===== src/pkg/ebr_pkg.sv =====
// Constants and types for the host command port and battery information RAM
//
// Functional notes
// - Host talks only via command set ports
// - Read 0x80: command, address, data with OBF
// - Write 0x81: interrupt after each emptied byte
// - Burst disable 0x83: interrupt once buffer empty
// - SMBus codes 0x80/0xC0 reach battery RAM
// - Power unit word reads 0x0000 mWh
// - Battery words span two consecutive bytes
// - Battery words survive S4/S5 states
// - Host writes readable until controller refresh
package ebr_pkg;

    ////////////////////////////////////////////////////////////////////////////
    // Host command bytes
    localparam logic [7:0] EBR_CMD_READ = 8'h80;
    localparam logic [7:0] EBR_CMD_WRITE = 8'h81;
    localparam logic [7:0] EBR_CMD_BURST_ON = 8'h82;
    localparam logic [7:0] EBR_CMD_BURST_OFF = 8'h83;
    localparam logic [7:0] EBR_CMD_QUERY = 8'h84;

    // Reply byte for burst enable; value is a plain default
    localparam logic [7:0] EBR_BURST_ACK = 8'h90;
    localparam logic [7:0] EBR_QUERY_NONE = 8'h00;

    ////////////////////////////////////////////////////////////////////////////
    // SMBus command codes
    localparam logic [7:0] EBR_SMB_READ = 8'h80;
    localparam logic [7:0] EBR_SMB_WRITE = 8'hC0;

    ////////////////////////////////////////////////////////////////////////////
    // Status byte bit positions
    localparam int EBR_ST_OBF = 0;
    localparam int EBR_ST_IBF = 1;
    localparam int EBR_ST_CMD = 3;
    localparam int EBR_ST_BURST = 4;
    localparam int EBR_ST_SCI_EVT = 5;

    ////////////////////////////////////////////////////////////////////////////
    // Battery RAM layout: eight words, low byte at the even address
    localparam int EBR_NUM_WORDS = 8;
    localparam int EBR_IDX_W = 3;
    localparam int EBR_BADDR_W = 4;
    localparam logic [7:0] EBR_RAM_BYTES = 8'h10;
    localparam logic [7:0] EBR_OFF_POWER_UNIT = 8'h00;
    localparam logic [7:0] EBR_OFF_DESIGN_CAP = 8'h02;
    localparam logic [7:0] EBR_OFF_LAST_FULL_CAP = 8'h04;
    localparam logic [7:0] EBR_OFF_TECHNOLOGY = 8'h06;
    localparam logic [7:0] EBR_OFF_DESIGN_VOLT = 8'h08;
    localparam logic [7:0] EBR_OFF_WARNING_CAP = 8'h0A;
    localparam logic [7:0] EBR_OFF_LOW_CAP = 8'h0C;
    localparam logic [7:0] EBR_OFF_CAP_STEP_ONE = 8'h0E;
    localparam logic [EBR_IDX_W-1:0] EBR_IDX_POWER_UNIT = 3'h0;
    localparam logic [15:0] EBR_WORD_RESET = 16'hFFFF;
    localparam logic [15:0] EBR_UNIT_MWH = 16'h0000;
    localparam logic [7:0] EBR_BYTE_ZERO = 8'h00;

    ////////////////////////////////////////////////////////////////////////////
    // Command sequencer states
    typedef enum logic [1:0] {
        EBR_IDLE,
        EBR_RD_ADDR,
        EBR_WR_ADDR,
        EBR_WR_DATA
    } ebr_state_t;

endpackage


===== src/verilog/ebr_bat_ram.sv =====
// Battery information RAM: eight 16-bit words with byte and word access
`timescale 1ns/1ps

module ebr_bat_ram (
    input wire logic clock_i,
    input wire logic resetn_i,
    input wire logic byte_we_i,
    input wire logic [ebr_pkg::EBR_BADDR_W-1:0] byte_addr_i,
    input wire logic [7:0] byte_data_i,
    input wire logic word_we_i,
    input wire logic [ebr_pkg::EBR_IDX_W-1:0] word_idx_i,
    input wire logic [15:0] word_data_i,
    input wire logic upd_we_i,
    input wire logic [ebr_pkg::EBR_IDX_W-1:0] upd_idx_i,
    input wire logic [15:0] upd_data_i,
    input wire logic [ebr_pkg::EBR_BADDR_W-1:0] rd_byte_addr_i,
    output logic [7:0] rd_byte_o,
    input wire logic [ebr_pkg::EBR_IDX_W-1:0] rd_word_idx_i,
    output logic [15:0] rd_word_o
);
    import ebr_pkg::*;

    typedef struct packed {
        logic [EBR_NUM_WORDS-1:0][15:0] words;
    } ebr_ram_st_t;

    ebr_ram_st_t st_reg;
    ebr_ram_st_t st_next;
    logic [15:0] byte_word;

    ////////////////////////////////////////////////////////////////////////////
    // Write ports; later assignments win, so a refresh overrides host data
    always_comb begin
        st_next = st_reg;
        if (byte_we_i) begin
            if (byte_addr_i[0]) begin
                st_next.words[byte_addr_i[EBR_BADDR_W-1:1]][15:8] = byte_data_i;
            end else begin
                st_next.words[byte_addr_i[EBR_BADDR_W-1:1]][7:0] = byte_data_i;
            end
        end
        if (word_we_i) begin
            st_next.words[word_idx_i] = word_data_i;
        end
        if (upd_we_i) begin
            st_next.words[upd_idx_i] = upd_data_i;
        end
    end

    // Only power-on reset loads 0xFFFF words; sleep states never reach this block
    always_ff @(posedge clock_i or negedge resetn_i) begin
        if (!resetn_i) begin
            st_reg <= {EBR_NUM_WORDS{EBR_WORD_RESET}};
        end else begin
            st_reg <= st_next;
        end
    end

    ////////////////////////////////////////////////////////////////////////////
    // Reads; power unit is fixed at mWh whatever was written
    always_comb begin
        byte_word = st_reg.words[rd_byte_addr_i[EBR_BADDR_W-1:1]];
        if (rd_byte_addr_i[EBR_BADDR_W-1:1] == EBR_IDX_POWER_UNIT) begin
            byte_word = EBR_UNIT_MWH;
        end
        rd_byte_o = rd_byte_addr_i[0] ? byte_word[15:8] : byte_word[7:0];
        rd_word_o = (rd_word_idx_i == EBR_IDX_POWER_UNIT) ? EBR_UNIT_MWH : st_reg.words[rd_word_idx_i];
    end
endmodule


===== src/verilog/ebr_host_cmd.sv =====
// Host command/data port interpreter with SMBus and refresh access to battery RAM
`timescale 1ns/1ps

module ebr_host_cmd (
    input wire logic clock_i,
    input wire logic resetn_i,
    input wire logic host_wr_i,
    input wire logic host_rd_i,
    input wire logic host_sel_cmd_i,
    input wire logic [7:0] host_wdata_i,
    output logic [7:0] host_rdata_o,
    output logic sci_o,
    input wire logic query_evt_i,
    input wire logic [7:0] query_code_i,
    input wire logic smb_valid_i,
    input wire logic [7:0] smb_cmd_i,
    input wire logic [ebr_pkg::EBR_IDX_W-1:0] smb_idx_i,
    input wire logic [15:0] smb_wdata_i,
    output logic [15:0] smb_rdata_o,
    output logic smb_done_o,
    output logic smb_err_o,
    input wire logic upd_valid_i,
    input wire logic [ebr_pkg::EBR_IDX_W-1:0] upd_idx_i,
    input wire logic [15:0] upd_data_i
);
    import ebr_pkg::*;

    typedef struct packed {
        logic [2:0] wr_sync;
        logic [2:0] rd_sync;
        logic wr_lvl;
        logic rd_lvl;
        ebr_state_t state;
        logic [7:0] in_buf;
        logic cmd_flag;
        logic ibf;
        logic obf;
        logic [7:0] out_buf;
        logic [7:0] addr;
        logic burst;
        logic sci_evt;
        logic [7:0] query_code;
        logic sci;
        logic [7:0] rdata;
        logic [15:0] smb_rdata;
        logic smb_done;
        logic smb_err;
    } ebr_host_st_t;

    localparam ebr_host_st_t ST_RESET = '{
        wr_sync: 3'h0, rd_sync: 3'h0, wr_lvl: 1'b0, rd_lvl: 1'b0, state: EBR_IDLE,
        in_buf: 8'h00, cmd_flag: 1'b0, ibf: 1'b0, obf: 1'b0, out_buf: 8'h00,
        addr: 8'h00, burst: 1'b0, sci_evt: 1'b0, query_code: EBR_QUERY_NONE, sci: 1'b0,
        rdata: 8'h00, smb_rdata: 16'h0000, smb_done: 1'b0, smb_err: 1'b0};

    ebr_host_st_t st_reg;
    ebr_host_st_t st_next;
    logic wr_ev;
    logic rd_ev;
    logic ram_byte_we;
    logic ram_word_we;
    logic addr_in_ram;
    logic [7:0] ram_rd_byte;
    logic [15:0] ram_rd_word;
    logic [7:0] status_byte;

    ebr_bat_ram ebr_bat_ram_i (
        .clock_i(clock_i),
        .resetn_i(resetn_i),
        .byte_we_i(ram_byte_we),
        .byte_addr_i(st_reg.addr[EBR_BADDR_W-1:0]),
        .byte_data_i(st_reg.in_buf),
        .word_we_i(ram_word_we),
        .word_idx_i(smb_idx_i),
        .word_data_i(smb_wdata_i),
        .upd_we_i(upd_valid_i),
        .upd_idx_i(upd_idx_i),
        .upd_data_i(upd_data_i),
        .rd_byte_addr_i(st_reg.in_buf[EBR_BADDR_W-1:0]),
        .rd_byte_o(ram_rd_byte),
        .rd_word_idx_i(smb_idx_i),
        .rd_word_o(ram_rd_word)
    );

    ////////////////////////////////////////////////////////////////////////////
    // Strobe filtering: a new high level counts once stages two and three agree
    always_comb begin
        wr_ev = (st_reg.wr_sync[1] == st_reg.wr_sync[2]) && st_reg.wr_sync[2] && !st_reg.wr_lvl;
        rd_ev = (st_reg.rd_sync[1] == st_reg.rd_sync[2]) && st_reg.rd_sync[2] && !st_reg.rd_lvl;
        status_byte = 8'h00;
        status_byte[EBR_ST_OBF] = st_reg.obf;
        status_byte[EBR_ST_IBF] = st_reg.ibf;
        status_byte[EBR_ST_CMD] = st_reg.cmd_flag;
        status_byte[EBR_ST_BURST] = st_reg.burst;
        status_byte[EBR_ST_SCI_EVT] = st_reg.sci_evt;
        addr_in_ram = st_reg.addr < EBR_RAM_BYTES;
        // Data byte of a write command lands now; out-of-range addresses drop it
        ram_byte_we = st_reg.ibf && !st_reg.cmd_flag && st_reg.state == EBR_WR_DATA && addr_in_ram;
        ram_word_we = smb_valid_i && smb_cmd_i == EBR_SMB_WRITE;
    end

    ////////////////////////////////////////////////////////////////////////////
    // Command sequencer
    always_comb begin
        st_next = st_reg;
        st_next.wr_sync = {st_reg.wr_sync[1:0], host_wr_i};
        st_next.rd_sync = {st_reg.rd_sync[1:0], host_rd_i};
        if (st_reg.wr_sync[1] == st_reg.wr_sync[2]) begin
            st_next.wr_lvl = st_reg.wr_sync[2];
        end
        if (st_reg.rd_sync[1] == st_reg.rd_sync[2]) begin
            st_next.rd_lvl = st_reg.rd_sync[2];
        end
        st_next.sci = 1'b0;
        st_next.smb_done = 1'b0;
        st_next.smb_err = 1'b0;

        // Host reading the data port empties the output buffer
        if (rd_ev && !host_sel_cmd_i) begin
            st_next.obf = 1'b0;
        end

        // One pending byte is worked off per cycle
        if (st_reg.ibf) begin
            st_next.ibf = 1'b0;
            if (st_reg.cmd_flag) begin
                // A command byte always restarts the sequence
                st_next.state = EBR_IDLE;
                if (st_reg.in_buf == EBR_CMD_READ) begin
                    st_next.state = EBR_RD_ADDR;
                    st_next.sci = 1'b1;
                end else if (st_reg.in_buf == EBR_CMD_WRITE) begin
                    st_next.state = EBR_WR_ADDR;
                    st_next.sci = 1'b1;
                end else if (st_reg.in_buf == EBR_CMD_BURST_ON) begin
                    st_next.burst = 1'b1;
                    st_next.out_buf = EBR_BURST_ACK;
                    st_next.obf = 1'b1;
                    st_next.sci = 1'b1;
                end else if (st_reg.in_buf == EBR_CMD_BURST_OFF) begin
                    st_next.burst = 1'b0;
                    st_next.sci = 1'b1;
                end else if (st_reg.in_buf == EBR_CMD_QUERY) begin
                    st_next.out_buf = st_reg.query_code;
                    st_next.obf = 1'b1;
                    st_next.sci = 1'b1;
                    st_next.sci_evt = 1'b0;
                    st_next.query_code = EBR_QUERY_NONE;
                end
            end else begin
                unique case (st_reg.state)
                    EBR_IDLE: begin
                        // Stray data byte outside a command: consumed, no reply
                        st_next.state = EBR_IDLE;
                    end
                    EBR_RD_ADDR: begin
                        // No interrupt for the address; the one with OBF serves
                        st_next.out_buf = (st_reg.in_buf < EBR_RAM_BYTES) ? ram_rd_byte : EBR_BYTE_ZERO;
                        st_next.obf = 1'b1;
                        st_next.sci = 1'b1;
                        st_next.state = EBR_IDLE;
                    end
                    EBR_WR_ADDR: begin
                        st_next.addr = st_reg.in_buf;
                        st_next.sci = 1'b1;
                        st_next.state = EBR_WR_DATA;
                    end
                    EBR_WR_DATA: begin
                        st_next.sci = 1'b1;
                        st_next.state = EBR_IDLE;
                    end
                endcase
            end
        end

        // New host byte; written after the consume so a fresh byte is never lost
        if (wr_ev) begin
            st_next.in_buf = host_wdata_i;
            st_next.cmd_flag = host_sel_cmd_i;
            st_next.ibf = 1'b1;
        end

        // Query event set wins over the clear by a query command
        if (query_evt_i) begin
            st_next.sci_evt = 1'b1;
            st_next.query_code = query_code_i;
            st_next.sci = 1'b1;
        end

        // SMBus word access, answered the following cycle
        if (smb_valid_i) begin
            if (smb_cmd_i == EBR_SMB_READ) begin
                st_next.smb_rdata = ram_rd_word;
                st_next.smb_done = 1'b1;
            end else if (smb_cmd_i == EBR_SMB_WRITE) begin
                st_next.smb_done = 1'b1;
            end else begin
                st_next.smb_err = 1'b1;
            end
        end

        st_next.rdata = host_sel_cmd_i ? status_byte : st_next.out_buf;
    end

    always_ff @(posedge clock_i or negedge resetn_i) begin
        if (!resetn_i) begin
            st_reg <= ST_RESET;
        end else begin
            st_reg <= st_next;
        end
    end

    assign host_rdata_o = st_reg.rdata;
    assign sci_o = st_reg.sci;
    assign smb_rdata_o = st_reg.smb_rdata;
    assign smb_done_o = st_reg.smb_done;
    assign smb_err_o = st_reg.smb_err;
endmodule

===== config.mk =====
export PLATFORM = sky130hd
export DESIGN_NAME = ebr_host_cmd
export DESIGN_NICKNAME = d
export VERILOG_FILES = /design/src/pkg/ebr_pkg.sv /design/src/verilog/ebr_bat_ram.sv /design/src/verilog/ebr_host_cmd.sv
export SDC_FILE = /design/constraint.sdc
export NUM_CORES = 1
export LEC_CHECK = 0
export BUFFER_PORTS_ARGS = -buffer_cell sky130_fd_sc_hd__buf_2
export CAP_MARGIN = 20
export CORE_ASPECT_RATIO = 1.1
export CORE_MARGIN = 2
export CORE_UTILIZATION = 60
export CTS_CLUSTER_DIAMETER = 100
export DETAILED_ROUTE_END_ITERATION = 6
export PLACE_DENSITY = 0.78
export SLEW_MARGIN = 20
export SYNTH_ARGS = -nofsm -noshare
export SYNTH_HDL_FRONTEND = slang
export SYNTH_SLANG_ARGS = --single-unit

===== constraint.sdc =====
create_clock -name clock_i -period 3.5 [get_ports clock_i]
set_clock_uncertainty 0.15 [all_clocks]
set_input_delay 0.175 -clock clock_i [delete_from_list [all_inputs] [get_ports clock_i]]
set_output_delay 0.175 -clock clock_i [all_outputs]
set_load 0.05 [all_outputs]

# Yosys cells after proc, flatten, opt, wreduce, memory -nomap -nowiden

Cells that the tools add are included.

Input bits: 70
Word-level logic and storage cells: 145
Output and inout bits: 27
Bits in registers: 202

Eq/ne operators: 16
Reduce and logical (&&, ||, !) cells: 29
Mux-type cells: 61
Bitwise gates (word level): 3
Magnitude comparators: 9

Operator list:

| operator                                                                      | count |
|---|---|
| 128-bit bitwise mux                                                           | 4 |
| 128-bit 2-to-1 mux                                                            | 4 |
| 16-bit demux with 3-bit select                                                | 4 |
| 16-bit 2-to-1 mux                                                             | 7 |
| 16-bit binary-select mux with 3-bit select                                    | 2 |
| 9-bit 2-to-1 mux                                                              | 9 |
| 8-bit == test (second input constant)                                         | 7 |
| 10-bit 2-to-1 mux                                                             | 5 |
| 8-bit 2-to-1 mux                                                              | 6 |
| 28-bit 2-to-1 mux                                                             | 1 |
| 3-bit by 4-bit less-than comparator with 1-bit output (second input constant) | 4 |
| 8-bit by 5-bit less-than comparator with 1-bit output (second input constant) | 2 |
| 1-bit 2-to-1 mux                                                              | 14 |
| 1-bit logical AND                                                             | 12 |
| 3-bit by 1-bit >= comparator with 1-bit output (second input constant)        | 3 |
| 2-bit 2-to-1 mux                                                              | 4 |
| 2-bit inequality test (second input constant)                                 | 4 |
| 2-bit nonzero test                                                            | 4 |
| 7-bit AND reduction                                                           | 1 |
| 3-bit zero test                                                               | 2 |
| 3-bit OR reduction                                                            | 2 |
| 5-bit AND reduction                                                           | 1 |
| 2-bit == test (second input constant)                                         | 2 |
| 1-bit zero test                                                               | 4 |
| other kinds (7)                                                               | 10 |

# Longest topological paths before layout

Gate-level depths: netlist of run 1.

Word-level depth: 13
Mapped depth: 8
Mapped depth without buffers: 5

# Cells and area by module

From an unflattened synthesis of run 1, not the netlist that was laid out.

Cells, all modules: 1337
Area total of the unflattened synthesis: 12454.4 um2

By module, submodules not included:

| module       | seq. area each (um2) | instances | area an instance (um2) | cells an instance |
|---|---|---|---|---|
| ebr_bat_ram  | 3047.9               | 1         | 9038.7                 | 1041 |
| ebr_host_cmd | 1851.8               | 1         | 3415.8                 | 296 |

# Least setup slack after synthesis of run 1

No wires, ideal clock.

Kind: flip-flop to flip-flop
From: reg st_reg[56] (netlist name)
To: reg st_reg (netlist bit host_rdata_o[0])
Path buffers: 1
Arrival time: 1.987 ns
Period minus slack after synthesis: 2.262 ns
Library setup time: 0.125 ns
Cell stages (with the launch flop): 6
Required time: 3.225 ns
Setup slack: 1.238 ns
Path through: dfrtp_1 buf_6 mux4_2 mux4_2 a221o_1 mux2_4

RTL lines:

| element                  | RTL line            | text |
|---|---|---|
| start: declaration       | ebr_host_cmd.sv:56  | `ebr_host_st_t st_reg;` |
| start signal: assignment | ebr_host_cmd.sv:209 | `st_reg <= st_next;` |

# Final worst setup path of run 1

From: reg st_reg[63] (netlist name)
To: reg st_reg[32] (netlist name)

Cells in the longest elaborated chain, start to end: 3
Elaborated cells between the ends (all ways): 11
Classes of those cells: eq/ne: 9; reduce/logical: 2

Ends and longest elaborated chain:

| element |
|---|
| 8-bit == test (on tied branches) |
| 2-bit inequality test (no line) or 2-bit nonzero test (tied branches) |
| 7-bit AND reduction (no line) * |

Mark *: on every way between the ends. The rest lies on a longest branch, timed or not.
A chain may end at the register's enable or synchronous reset.

==> flow_metrics.py, run 1 <==
metrics = {
    "critical_path": {
        "arrival_ns": 3.23,
        "cp-end-kind": "register",
        "cp_cell_sequence": "nor4b_2 -> and3_1 -> and2_1 -> nor2_1 -> a22o_1 -> dlygate4sd3_1",
        "worstSetupPathType": "reg2reg",
        "critPathTopFamily": "simple AND/OR/NAND/NOR gates",
        "start_kind": "register",
        "slowest_stage": "dfrtp_1",
        "crit_fanout": 9,
        "crit_buf_inv": 1,
        "required_ns": 3.67,
        "max_stage_delay_ns": 0.69,
    },
    "yosys": {
        "netlist_area_sq_mm": 0.0126,
        "synth_nets": 1481,
        "syn_inst": 1409,
        "synth_top_area_share_pct": 25.7,
        "synth-adder-area-share_pct": 0.199,
        "synthTopCellsByCount": "188 x o21ai_0, 135 x nand2_1, 124 x clkbuf_1, 124 x o22ai_1, 123 x dfstp_2",
        "synth_edf_count": 0,
        "synth_async_sr_flop_share_pct": 100,
        "ys_ff_latch": 197,
        "avgSynthCellArea_sq_um": 8.91,
        "yosys.area.top_type": "dfstp_2",
        "synth_top_family_by_area": "compound AO/OA/AOI/OAI gates",
        "yosys-top-cells-area": "dfstp_2 26%, dfrtp_1 15%, o21ai_0 7.5%, a21boi_0 6.9%, o22ai_1 6.2%",
        "synth_compound_area_share_pct": 29.7,
        "yosysUniqueCellTypes": 62,
        "yosysWarnings": 0,
        "yosys.area_share.xor_xnor_pct": 0.0698,
        "synthMuxAreaShare_pct": 11.5,
        "synth_flop_cell": "dfstp_2",
        "yosysSeqAreaShare_pct": 40.5,
        "yosys.area_share.simple_pct": 11.4,
        "yosysMostFrequentCell": "o21ai_0",
    },
    "clocking": {
        "clk_pin_slew_ns": 0.07,
        "numCtsBuffers": 17,
        "cts_root_buf": "clkbuf_16",
        "clock-sinks": 197,
        "clock_path_buffers": 2,
        "htreeDepth": 4,
        "post_cts_buffers": 0,
        "cts_tree": "yes",
        "post_cts_resized": 0,
        "clock_latency_ns": 0.44,
    },
    "sta": {
        "hold_violations": 0,
        "tightest_slew_ns": 1.04,
        "tns_ns": 0,
        "period_needed_ns": 3.06,
        "fin_crit_sh_pct": 87.4,
        "setup_viol": 0,
        "rsz0062_at_grt": "no",
        "max_freq_mhz": 327,
        "maxSlewViolCount": 0,
        "slew-limit-headroom_pct": 30.6,
    },
    "grt": {
        "grt_pass1_vias": 12100,
        "grt_max_degree": 81,
        "overflow": 0,
        "grt_pass1_wl_um": 68400,
        "grt_util_all_layers_pct": 40.6,
        "antenna_found_initial": 3,
    },
    "power_and_ir_drop": {
        "finalPower_uw": 7620,
        "p_leak_uw": 0.00561,
        "vdd_ir_drop_max_mv": 0.298,
        "power.density_mw_per_mm2": 534,
    },
    "detailed_routing": {
        "drc": 0,
        "antenna_left": 0,
        "routedWlPerCell_um": 25.6,
        "drt_wl_total_um": 44100,
        "first_pass_iters": 6,
        "drt-vias-per-instance": 7.14,
        "vias": 12300,
        "drtIter0Drc": 1967,
    },
    "floorplan": {
        "die_x_um": 142,
        "rows": 55,
        "chipHeight_um": 156,
        "die-area_sq_mm": 0.0221,
        "core_area_sq_mm": 0.0206,
        "start_util_pct": 61.0,
        "pin_count": 97,
    },
    "placed_design": {
        "dp.cells": 1617,
        "port_buffers": 96,
        "gp_routability_congestion": 0.994,
        "dp_hpwl_um": 27100,
    },
    "worst_hold_path": {
        "hold_path.class": "in2reg",
    },
    "layout": {
        "final_nets": 1526,
        "final_layout_size_suffix_gt1_share_pct": 27.1,
        "fill_cells": 1587,
        "fin_cells": 1724,
        "syn_to_final_growth_pct": 13.7,
        "largest_reg_flops": 123,
    },
    "run_status": {
        "status": "completed",
    },
    "run": {
        "cap_violations": 0,
    },
}
[final cells by class]
type / instances / area [sq um] / area share (%)
inverters: 6 / 22.5 / 0.158
diodes: 1 / 2.50 / 0.0175
multi-input cells: 1019 / 6660 / 46.7
clock inverters: 15 / 191 / 1.34
clock buffers: 17 / 425 / 2.98
repair buffers: 213 / 1570 / 11.0
well taps: 256 / 320 / 2.24
flip-flops and latches: 197 / 5080 / 35.6
[kinds of logic after synthesis]
group                    after synthesis
AO/OA/AOI/OAI                        605
AND/OR/NAND/NOR                      312
flip-flops                           197
buffers and inverters                193
multiplexers                          99
adder cells (fa/ha/maj)                2
XOR/XNOR                               1
[per-layer routing]
layer  vias up  global-route usage, %  routed length [um]
li1       5269                      -                   -
met1      5763                   53.3               15900
met2      1049                   60.3               19300
met3       222                   12.0                6350
met4         4                   22.6                2510
met5         -                      0                  32
[placed cells by master, fill, tap and decap left out, types with 3 or more instances in the layout]
| master | n |
|---|---|
| mux2_2 | 59 |
| a21oi_1 | 92 |
| mux2i_1 | 9 |
| inv_6 | 4 |
| nand2b_1 | 5 |
| and2_1 | 4 |
| buf_4 | 42 |
| o21ai_1 | 4 |
| nand4b_1 | 3 |
| inv_8 | 3 |
| and3_1 | 3 |
| nor2b_1 | 17 |
| and4_1 | 4 |
| buf_2 | 95 |
| bufinv_16 | 3 |
| a22o_1 | 8 |
| nand2_1 | 135 |
| dlygate4sd3_1 | 74 |
| nor3_1 | 5 |
| o211ai_1 | 5 |
| nor3b_2 | 3 |
| a22oi_1 | 11 |
| dfrtp_1 | 73 |
| clkinv_2 | 3 |
| clkbuf_16 | 17 |
| nor2_1 | 97 |
| mux4_2 | 29 |
| dfstp_2 | 123 |
| o21ai_0 | 188 |
| a31oi_1 | 5 |
| a221oi_1 | 18 |
| o31ai_1 | 19 |
| inv_1 | 6 |
| a21boi_0 | 116 |
| o22ai_1 | 124 |
| nand4_1 | 15 |
[tightest hold or removal path: stages]
cell and delay (ns):
buf_2 0.15, nand4_1 0.18, a21oi_1 0.09
[report_power, final]
group / switching (uW) / total, uW / leakage [uW] / internal [uW]
Sequential: 510 / 3390 / 0.00224 / 2880
Clock: 955 / 2100 / 0.000308 / 1150
Combinational: 1110 / 2130 / 0.00306 / 1020
Total: 2570 / 7620 / 0.00561 / 5040
[stage by stage]
stage / instance area, sq um / utilization, % / worst slack, ns / hold WS [ns]
after CTS: 14300 / 69.3 / 0.266 / 0.000761
after global placement: 12900 / 62.7 / 0.786 / 0.105
after global routing: 14300 / 69.4 / 0.269 / 0.0248
final: 14300 / 69.4 / 0.441 / 0.00444
after detailed placement: 12900 / 62.7 / 0.747 / 0.103
after floorplan: 12600 / - / 1.24 / -0.271
[repair_timing]
item | CTS | global route
endpoints found under the hold margin | 168 | 0
setup endpoints to repair | 0 | 0
hold buffers | 74 | 0
[path summary, 6_finish.rpt]
| check | startpoint | end | slack, ns | depth (start not counted) |
|---|---|---|---|---|
| max | st_reg[63] | st_reg[32] | 0.44 | 6 |
| min | upd_idx_i[2] | ebr_bat_ram_i.st_reg[115] | 0.004 | 3 |
| max reg2reg | st_reg[63] | st_reg[32] | 0.44 | 6 |
| min reg2reg | st_next[72] | st_next[73] | 0.21 | 0 |
| max in group asynchronous | resetn_i | ebr_bat_ram_i.st_reg[8] | 2.04 | 3 |
| min in group asynchronous | resetn_i | smb_rdata_o[11] | 0.19 | 2 |
No activity file was read; power rests on OpenSTA's default activity.
==> run 2, diff against run 1 <==
--- a/config.mk
+++ b/config.mk
@@ -7,12 +7,14 @@
 export LEC_CHECK = 0
 export BUFFER_PORTS_ARGS = -buffer_cell sky130_fd_sc_hd__buf_2
 export CAP_MARGIN = 20
+export CELL_PAD_IN_SITES_DETAIL_PLACEMENT = 2
+export CELL_PAD_IN_SITES_GLOBAL_PLACEMENT = 2
 export CORE_ASPECT_RATIO = 1.1
 export CORE_MARGIN = 2
-export CORE_UTILIZATION = 60
+export CORE_UTILIZATION = 41
 export CTS_CLUSTER_DIAMETER = 100
 export DETAILED_ROUTE_END_ITERATION = 6
-export PLACE_DENSITY = 0.78
+export PLACE_DENSITY = 0.84
 export SLEW_MARGIN = 20
 export SYNTH_ARGS = -nofsm -noshare
 export SYNTH_HDL_FRONTEND = slang
==> run 2 against run 1 <==
Compared with the run above: combinational power increased by 11%; sequential share of layout area decreased by 0.62 points; flip-flop and latch count unchanged; global-route usage decreased by 1.6 points; critical path depth increased by 1; fmax decreased by 6.9%; non-clock buffer count increased by 14; worst hold slack improved by 0.030 ns; final area increased by 1.8%; setup slack got worse by 0.23 ns; die area increased by 45%; largest cell class unchanged; highest routed layer unchanged.
==> flow_metrics.py, run 2 (synthesized netlist as in run 1, its figures left out) <==
metrics = {
    "clocking": {
        "numCtsBuffers": 17,
        "clock_path_buffers": 2,
        "clock_latency_ns": 0.47,
        "htreeDepth": 4,
        "clock-sinks": 197,
        "cts_tree": "yes",
        "post_cts_buffers": 0,
        "clk_pin_slew_ns": 0.09,
        "cts_root_buf": "clkbuf_16",
    },
    "critical_path": {
        "start_kind": "register",
        "arrival_ns": 3.53,
        "required_ns": 3.75,
        "worstSetupPathType": "reg2reg",
        "cp-end-kind": "register",
        "crit_fanout": 23,
    },
    "sta": {
        "period_needed_ns": 3.29,
        "slew-limit-headroom_pct": 35.9,
        "tns_ns": 0,
        "maxSlewViolCount": 0,
        "hold_ws_ns": 0.0342,
        "fin_crit_sh_pct": 93.9,
        "rsz0062_at_grt": "no",
        "setup_viol": 0,
        "hold_violations": 0,
        "max_freq_mhz": 304,
        "tightest_slew_ns": 0.961,
    },
    "floorplan": {
        "start_util_pct": 41.4,
        "rows": 67,
        "die-area_sq_mm": 0.0320,
        "die_x_um": 171,
        "core_area_sq_mm": 0.0303,
        "pin_count": 97,
        "chipHeight_um": 188,
    },
    "power_and_ir_drop": {
        "clockPowerShare_pct": 25.3,
        "p_sw_share_pct": 37.0,
        "p_leak_uw": 0.00564,
        "combPwrFrac_pct": 30.7,
        "p_seq_share_pct": 44.0,
        "finalPower_uw": 7720,
        "vdd_ir_drop_max_mv": 0.359,
        "power.density_mw_per_mm2": 531,
        "switchingPower_uw": 2850,
        "internal_power_uw": 4860,
    },
    "detailed_routing": {
        "drt-vias-per-instance": 6.91,
        "drc": 0,
        "drtIter0Drc": 1449,
        "routedWlPerCell_um": 32.6,
        "vias": 13100,
        "drt_wl_total_um": 61800,
        "antenna_left": 0,
        "first_pass_iters": 5,
    },
    "grt": {
        "grt_util_all_layers_pct": 38.9,
        "grt_pass1_wl_um": 92500,
        "grt_max_degree": 85,
        "overflow": 0,
        "grt_pass1_vias": 14500,
        "antenna_found_initial": 3,
    },
    "placed_design": {
        "dp.cells": 1789,
        "dp_hpwl_um": 36700,
        "gp_routability_congestion": 0.958,
        "port_buffers": 96,
    },
    "layout": {
        "diodes": 0,
        "mostFrequentLayoutCell": "o21ai_0",
        "mostFrequentLayoutCells": "188 x o21ai_0, 135 x nand2_1, 124 x o22ai_1, 123 x dfstp_2, 116 x a21boi_0",
        "final_layout_size_suffix_gt1_share_pct": 27.7,
        "fill_cells": 3254,
        "largest_reg_flops": 123,
        "seq_area_sq_mm": 0.00508,
        "fin_cells": 1895,
        "multi_input_area_sq_mm": 0.00666,
        "syn_to_final_growth_pct": 15.7,
        "final_nets": 1540,
    },
    "run_status": {
        "status": "completed",
    },
    "run": {
        "cap_violations": 0,
    },
    "worst_hold_path": {
        "hold_path.class": "in2reg",
    },
}
## run 2: cell types whose count changed in the layout (fill, tap and decap cells not counted), moves of 2 or more
| cell | delta |
|---|---|
| clkinvlp_4 | +2 |
| buf_12 | +2 |
| bufinv_16 | -3 |
| clkinv_4 | +2 |
| buf_4 | +12 |
| inv_8 | -2 |
## run 2: critical path: stages (launching register included)
cell           delay [ns]
dfrtp_1              0.40
nor4_2               0.77
and4_2               0.65
buf_12               0.25
a21boi_0             0.13
o22ai_1              0.18
o21ai_0              0.10
dlygate4sd3_1        0.59
## run 2: power groups by stage
stage / clock network [uW] / registers, uW / logic, uW
CTS: 1950 / 3360 / 2270
detailed placement: 0 / 3390 / 2130
finish: 1950 / 3390 / 2370
floorplan: 0 / 3080 / 1620
global placement: 0 / 3360 / 2020
global route: 2050 / 3420 / 2510
## run 2: worst paths after layout
| kind | depth (start not counted) | endpoint | start | slack [ns] |
|---|---|---|---|---|
| max in group asynchronous | 3 | ebr_bat_ram_i.st_reg[92] | resetn_i | 1.95 |
| setup / recovery | 7 | ebr_bat_ram_i.st_reg[70] | st_reg[41] | 0.21 |
| hold reg to reg | 0 | st_next[73] | st_next[72] | 0.21 |
| min in group asynchronous | 2 | smb_rdata_o[12] | resetn_i | 0.20 |
| hold / removal | 3 | ebr_bat_ram_i.st_reg[119] | smb_wdata_i[7] | 0.03 |
| setup reg to reg | 7 | ebr_bat_ram_i.st_reg[70] | st_reg[41] | 0.21 |
## run 2: area by class of cell
type | count | share of cell area [%]
Clock inverter | 13 | 0.698
Clock buffer | 19 | 3.05
Tap cell | 414 | 3.57
Inverter | 6 | 0.155
Multi-Input combinational cell | 1019 | 45.9
Timing Repair Buffer | 227 | 11.7
Sequential cell | 197 | 35.0
## run 2: what timing repair did
action,CTS,global route
hold endpoints to repair,181,0
hold buffers,74,0
gates resized for setup,0,1
endpoints found under the setup margin,0,2
## run 2: per-layer routing
layer | global-route usage [%] | vias up | wire, um
li1 | - | 5285 | -
met1 | 49.5 | 6727 | 23900
met2 | 62.1 | 839 | 29300
met3 | 7.72 | 245 | 5250
met4 | 21.5 | 4 | 3350
met5 | 0 | - | 32
## run 2: stage by stage
stage          worst slack [ns]  area [sq um]  util (%)
6_report                  0.215         14500      47.9
5_1_grt                  0.0769         14500      47.9
4_1_cts                   0.129         14500      47.9
3_5_place_dp              0.679         13200      43.6
3_3_place_gp              0.785         13200      43.6
2_1_floorplan              1.24         12600         -
==> run 3, diff against run 2 <==
--- a/config.mk
+++ b/config.mk
@@ -5,16 +5,18 @@
 export SDC_FILE = /design/constraint.sdc
 export NUM_CORES = 1
 export LEC_CHECK = 0
+export ABC_AREA = 1
 export BUFFER_PORTS_ARGS = -buffer_cell sky130_fd_sc_hd__buf_2
 export CAP_MARGIN = 20
 export CELL_PAD_IN_SITES_DETAIL_PLACEMENT = 2
 export CELL_PAD_IN_SITES_GLOBAL_PLACEMENT = 2
 export CORE_ASPECT_RATIO = 1.1
 export CORE_MARGIN = 2
-export CORE_UTILIZATION = 41
+export CORE_UTILIZATION = 37
 export CTS_CLUSTER_DIAMETER = 100
 export DETAILED_ROUTE_END_ITERATION = 6
 export PLACE_DENSITY = 0.84
+export RECOVER_POWER = 100
 export SLEW_MARGIN = 20
 export SYNTH_ARGS = -nofsm -noshare
 export SYNTH_HDL_FRONTEND = slang
==> constraint.sdc (replaced) <==
create_clock -name clock_i -period 3.8 [get_ports clock_i]
set_clock_uncertainty 0.15 [all_clocks]
set_input_delay 0.19 -clock clock_i [delete_from_list [all_inputs] [get_ports clock_i]]
set_output_delay 0.19 -clock clock_i [all_outputs]
set_load 0.05 [all_outputs]
==> run 3 against run 2 <==
Compared with the run above: combinational power rose by 7%; non-clock buffer count is 38 lower; global-route usage fell by 1.7 points; register-to-register slack better by 0.35 ns; first-iteration DRC count down 14%; the flow now finishes with violations (capacitance limit, slew limit); critical path depth increased by 3.
==> flow_metrics.py, run 3 <==
metrics = {
    "layout": {
        "final_layout_size_suffix_gt1_share_pct": 14.6,
        "diodes": 0,
        "largest_reg_flops": 123,
        "seq_area_sq_mm": 0.00508,
        "multi_input_area_sq_mm": 0.00672,
        "fill_cells": 4336,
        "mostFrequentLayoutCell": "nand2_1",
        "final_nets": 2084,
        "syn_to_final_growth_pct": 12.1,
        "mostFrequentLayoutCells": "577 x nand2_1, 253 x o21ai_0, 193 x inv_1, 147 x nand3_1, 123 x dfstp_2",
    },
    "clocking": {
        "cts_root_buf": "clkbuf_16",
        "post_cts_buffers": 0,
        "numCtsBuffers": 17,
        "post_cts_resized": 0,
        "htreeDepth": 4,
        "holdBufCountCts": 46,
        "clock-sinks": 197,
        "clock_latency_ns": 0.49,
        "cts_tree": "yes",
        "clock_path_buffers": 2,
        "clk_pin_slew_ns": 0.10,
    },
    "grt": {
        "grt_pass1_wl_um": 104000,
        "antenna_found_initial": 1,
        "overflow": 0,
        "grt_pass1_vias": 16200,
        "grt_util_all_layers_pct": 37.2,
        "grt_max_degree": 94,
    },
    "yosys": {
        "yosys.area_share.xor_xnor_pct": 0,
        "synth_edf_count": 0,
        "yosysMostFrequentCell": "nand2_1",
        "synth-adder-area-share_pct": 0.187,
        "yosysWarnings": 0,
        "yosysUniqueCellTypes": 36,
        "ys_ff_latch": 197,
        "synthTopCellsByCount": "577 x nand2_1, 251 x o21ai_0, 192 x inv_1",
        "synth_top_area_share_pct": 24.1,
        "netlist_area_sq_mm": 0.0134,
        "yosys.area.top_type": "dfstp_2",
        "syn_inst": 1964,
        "synth_nets": 2036,
        "synth_flop_cell": "dfstp_2",
        "yosys-top-cells-area": "dfstp_2 24%, nand2_1 16%, dfrtp_1 14%, o21ai_0 9.4%, nand3_1 5.5%",
        "yosysSeqAreaShare_pct": 37.9,
        "avgSynthCellArea_sq_um": 6.83,
        "yosys.area_share.simple_pct": 30.0,
        "synthMuxAreaShare_pct": 0.168,
        "synth_compound_area_share_pct": 20.1,
        "synth_async_sr_flop_share_pct": 100,
        "synth_top_family_by_area": "simple AND/OR/NAND/NOR gates",
    },
    "placed_design": {
        "gp_routability_congestion": 0.975,
        "dp_hpwl_um": 46200,
        "port_buffers": 96,
    },
    "power_and_ir_drop": {
        "clockPowerShare_pct": 26.7,
        "p_sw_share_pct": 42.2,
        "vdd_ir_drop_max_mv": 0.360,
        "p_seq_share_pct": 39.5,
        "p_leak_uw": 0.00683,
        "combPwrFrac_pct": 33.9,
        "power.density_mw_per_mm2": 498,
        "switchingPower_uw": 3160,
        "finalPower_uw": 7490,
        "internal_power_uw": 4330,
    },
    "floorplan": {
        "chipHeight_um": 204,
        "rows": 73,
        "core_area_sq_mm": 0.0359,
        "die-area_sq_mm": 0.0378,
        "die_x_um": 186,
        "pin_count": 97,
        "start_util_pct": 37.4,
    },
    "critical_path": {
        "worstSetupPathType": "reg2reg",
        "start_kind": "register",
        "arrival_ns": 3.51,
        "crit_fanout": 47,
        "required_ns": 4.07,
        "cp-end-kind": "register",
    },
    "detailed_routing": {
        "routedWlPerCell_um": 27.2,
        "drt-vias-per-instance": 6.02,
        "antenna_left": 0,
        "drc": 0,
        "drtIter0Drc": 1241,
        "vias": 15100,
        "drt_wl_total_um": 68300,
        "first_pass_iters": 5,
    },
    "sta": {
        "tightest_slew_ns": 1.67,
        "hold_ws_ns": 0.0173,
        "fin_crit_sh_pct": 85.2,
        "period_needed_ns": 3.24,
        "maxSlewViolCount": 87,
        "slew-limit-headroom_pct": -11.1,
        "tns_ns": 0,
        "max_freq_mhz": 309,
        "rsz0062_at_grt": "no",
        "setup_viol": 0,
        "hold_violations": 0,
    },
    "run": {
        "cap_violations": 2,
    },
    "run_status": {
        "status": "finished, violations left",
        "violations": "capacitance limit, slew limit",
    },
    "worst_hold_path": {
        "hold_path.class": "in2reg",
    },
}
-- run 3: path summary, 6_finish.rpt --
path	depth (start not counted)	end	start	slack, ns
min	4	ebr_bat_ram_i.st_reg[87]	smb_wdata_i[7]	0.02
max in group asynchronous	3	ebr_bat_ram_i.st_reg[82]	resetn_i	1.47
max reg2reg	10	ebr_bat_ram_i.st_reg[36]	st_reg[54]	0.56
min reg2reg	0	st_next[73]	st_next[72]	0.21
max	10	ebr_bat_ram_i.st_reg[36]	st_reg[54]	0.56
min in group asynchronous	2	smb_rdata_o[12]	resetn_i	0.18
-- run 3: layer usage --
| layer | GRT usage (%) | share of wire, % | vias to the layer above |
|---|---|---|---|
| met5 | 0 | 0.019 | - |
| met4 | 16.7 | 4.8 | 2 |
| met3 | 6.48 | 7.9 | 185 |
| met2 | 58.8 | 46 | 708 |
| met1 | 49.6 | 41 | 7751 |
| li1 | - | - | 6467 |
-- run 3: logic make-up after synthesis --
kind of cell             after synthesis
AND/OR/NAND/NOR                      940
AO/OA/AOI/OAI                        460
buffers and inverters                363
adder cells (fa/ha/maj)                2
multiplexers                           2
flip-flops                           197
-- run 3: area by class of cell --
type / instances / area share [%]
clock buffer: 18 / 2.85
clock inverter: 14 / 1.12
inverter: 203 / 5.07
multi-input combinational: 1404 / 44.7
sequential: 197 / 33.8
tap: 487 / 4.05
timing repair buffer: 189 / 8.42
-- run 3: power by group through the flow --
stage                     Sequential [uW]  Combinational, uW  Clock [uW]
after floorplan                      2820               1500           0
final                                2960               2540        2000
after detailed placement             2950               2370           0
after global placement               2930               2270           0
after global routing                 2990               2720        2090
after CTS                            2930               2440        2000
-- run 3: metrics by stage --
step / instances / cell area [sq um] / setup WS [ns] / utilization (%)
6_report: 2512 / 15000 / 0.561 / 41.9
5_1_grt: 2512 / 15000 / 0.403 / 41.9
4_1_cts: 2512 / 15200 / 1.03 / 42.2
3_5_place_dp: 2434 / 14100 / 1.06 / 39.3
3_3_place_gp: 2434 / 14100 / 1.14 / 39.3
2_1_floorplan: 1964 / 13400 / 1.98 / -
-- run 3: critical path: stages (launching register included) --
cell      delay [ns]
dfrtp_1         0.67
inv_1           0.24
nor2_1          0.26
nand2_1         0.13
nor3_4          0.23
nand2_2         0.06
buf_4           0.31
nor2_1          0.60
o21ai_0         0.19
o21bai_1        0.21
nand2_1         0.07
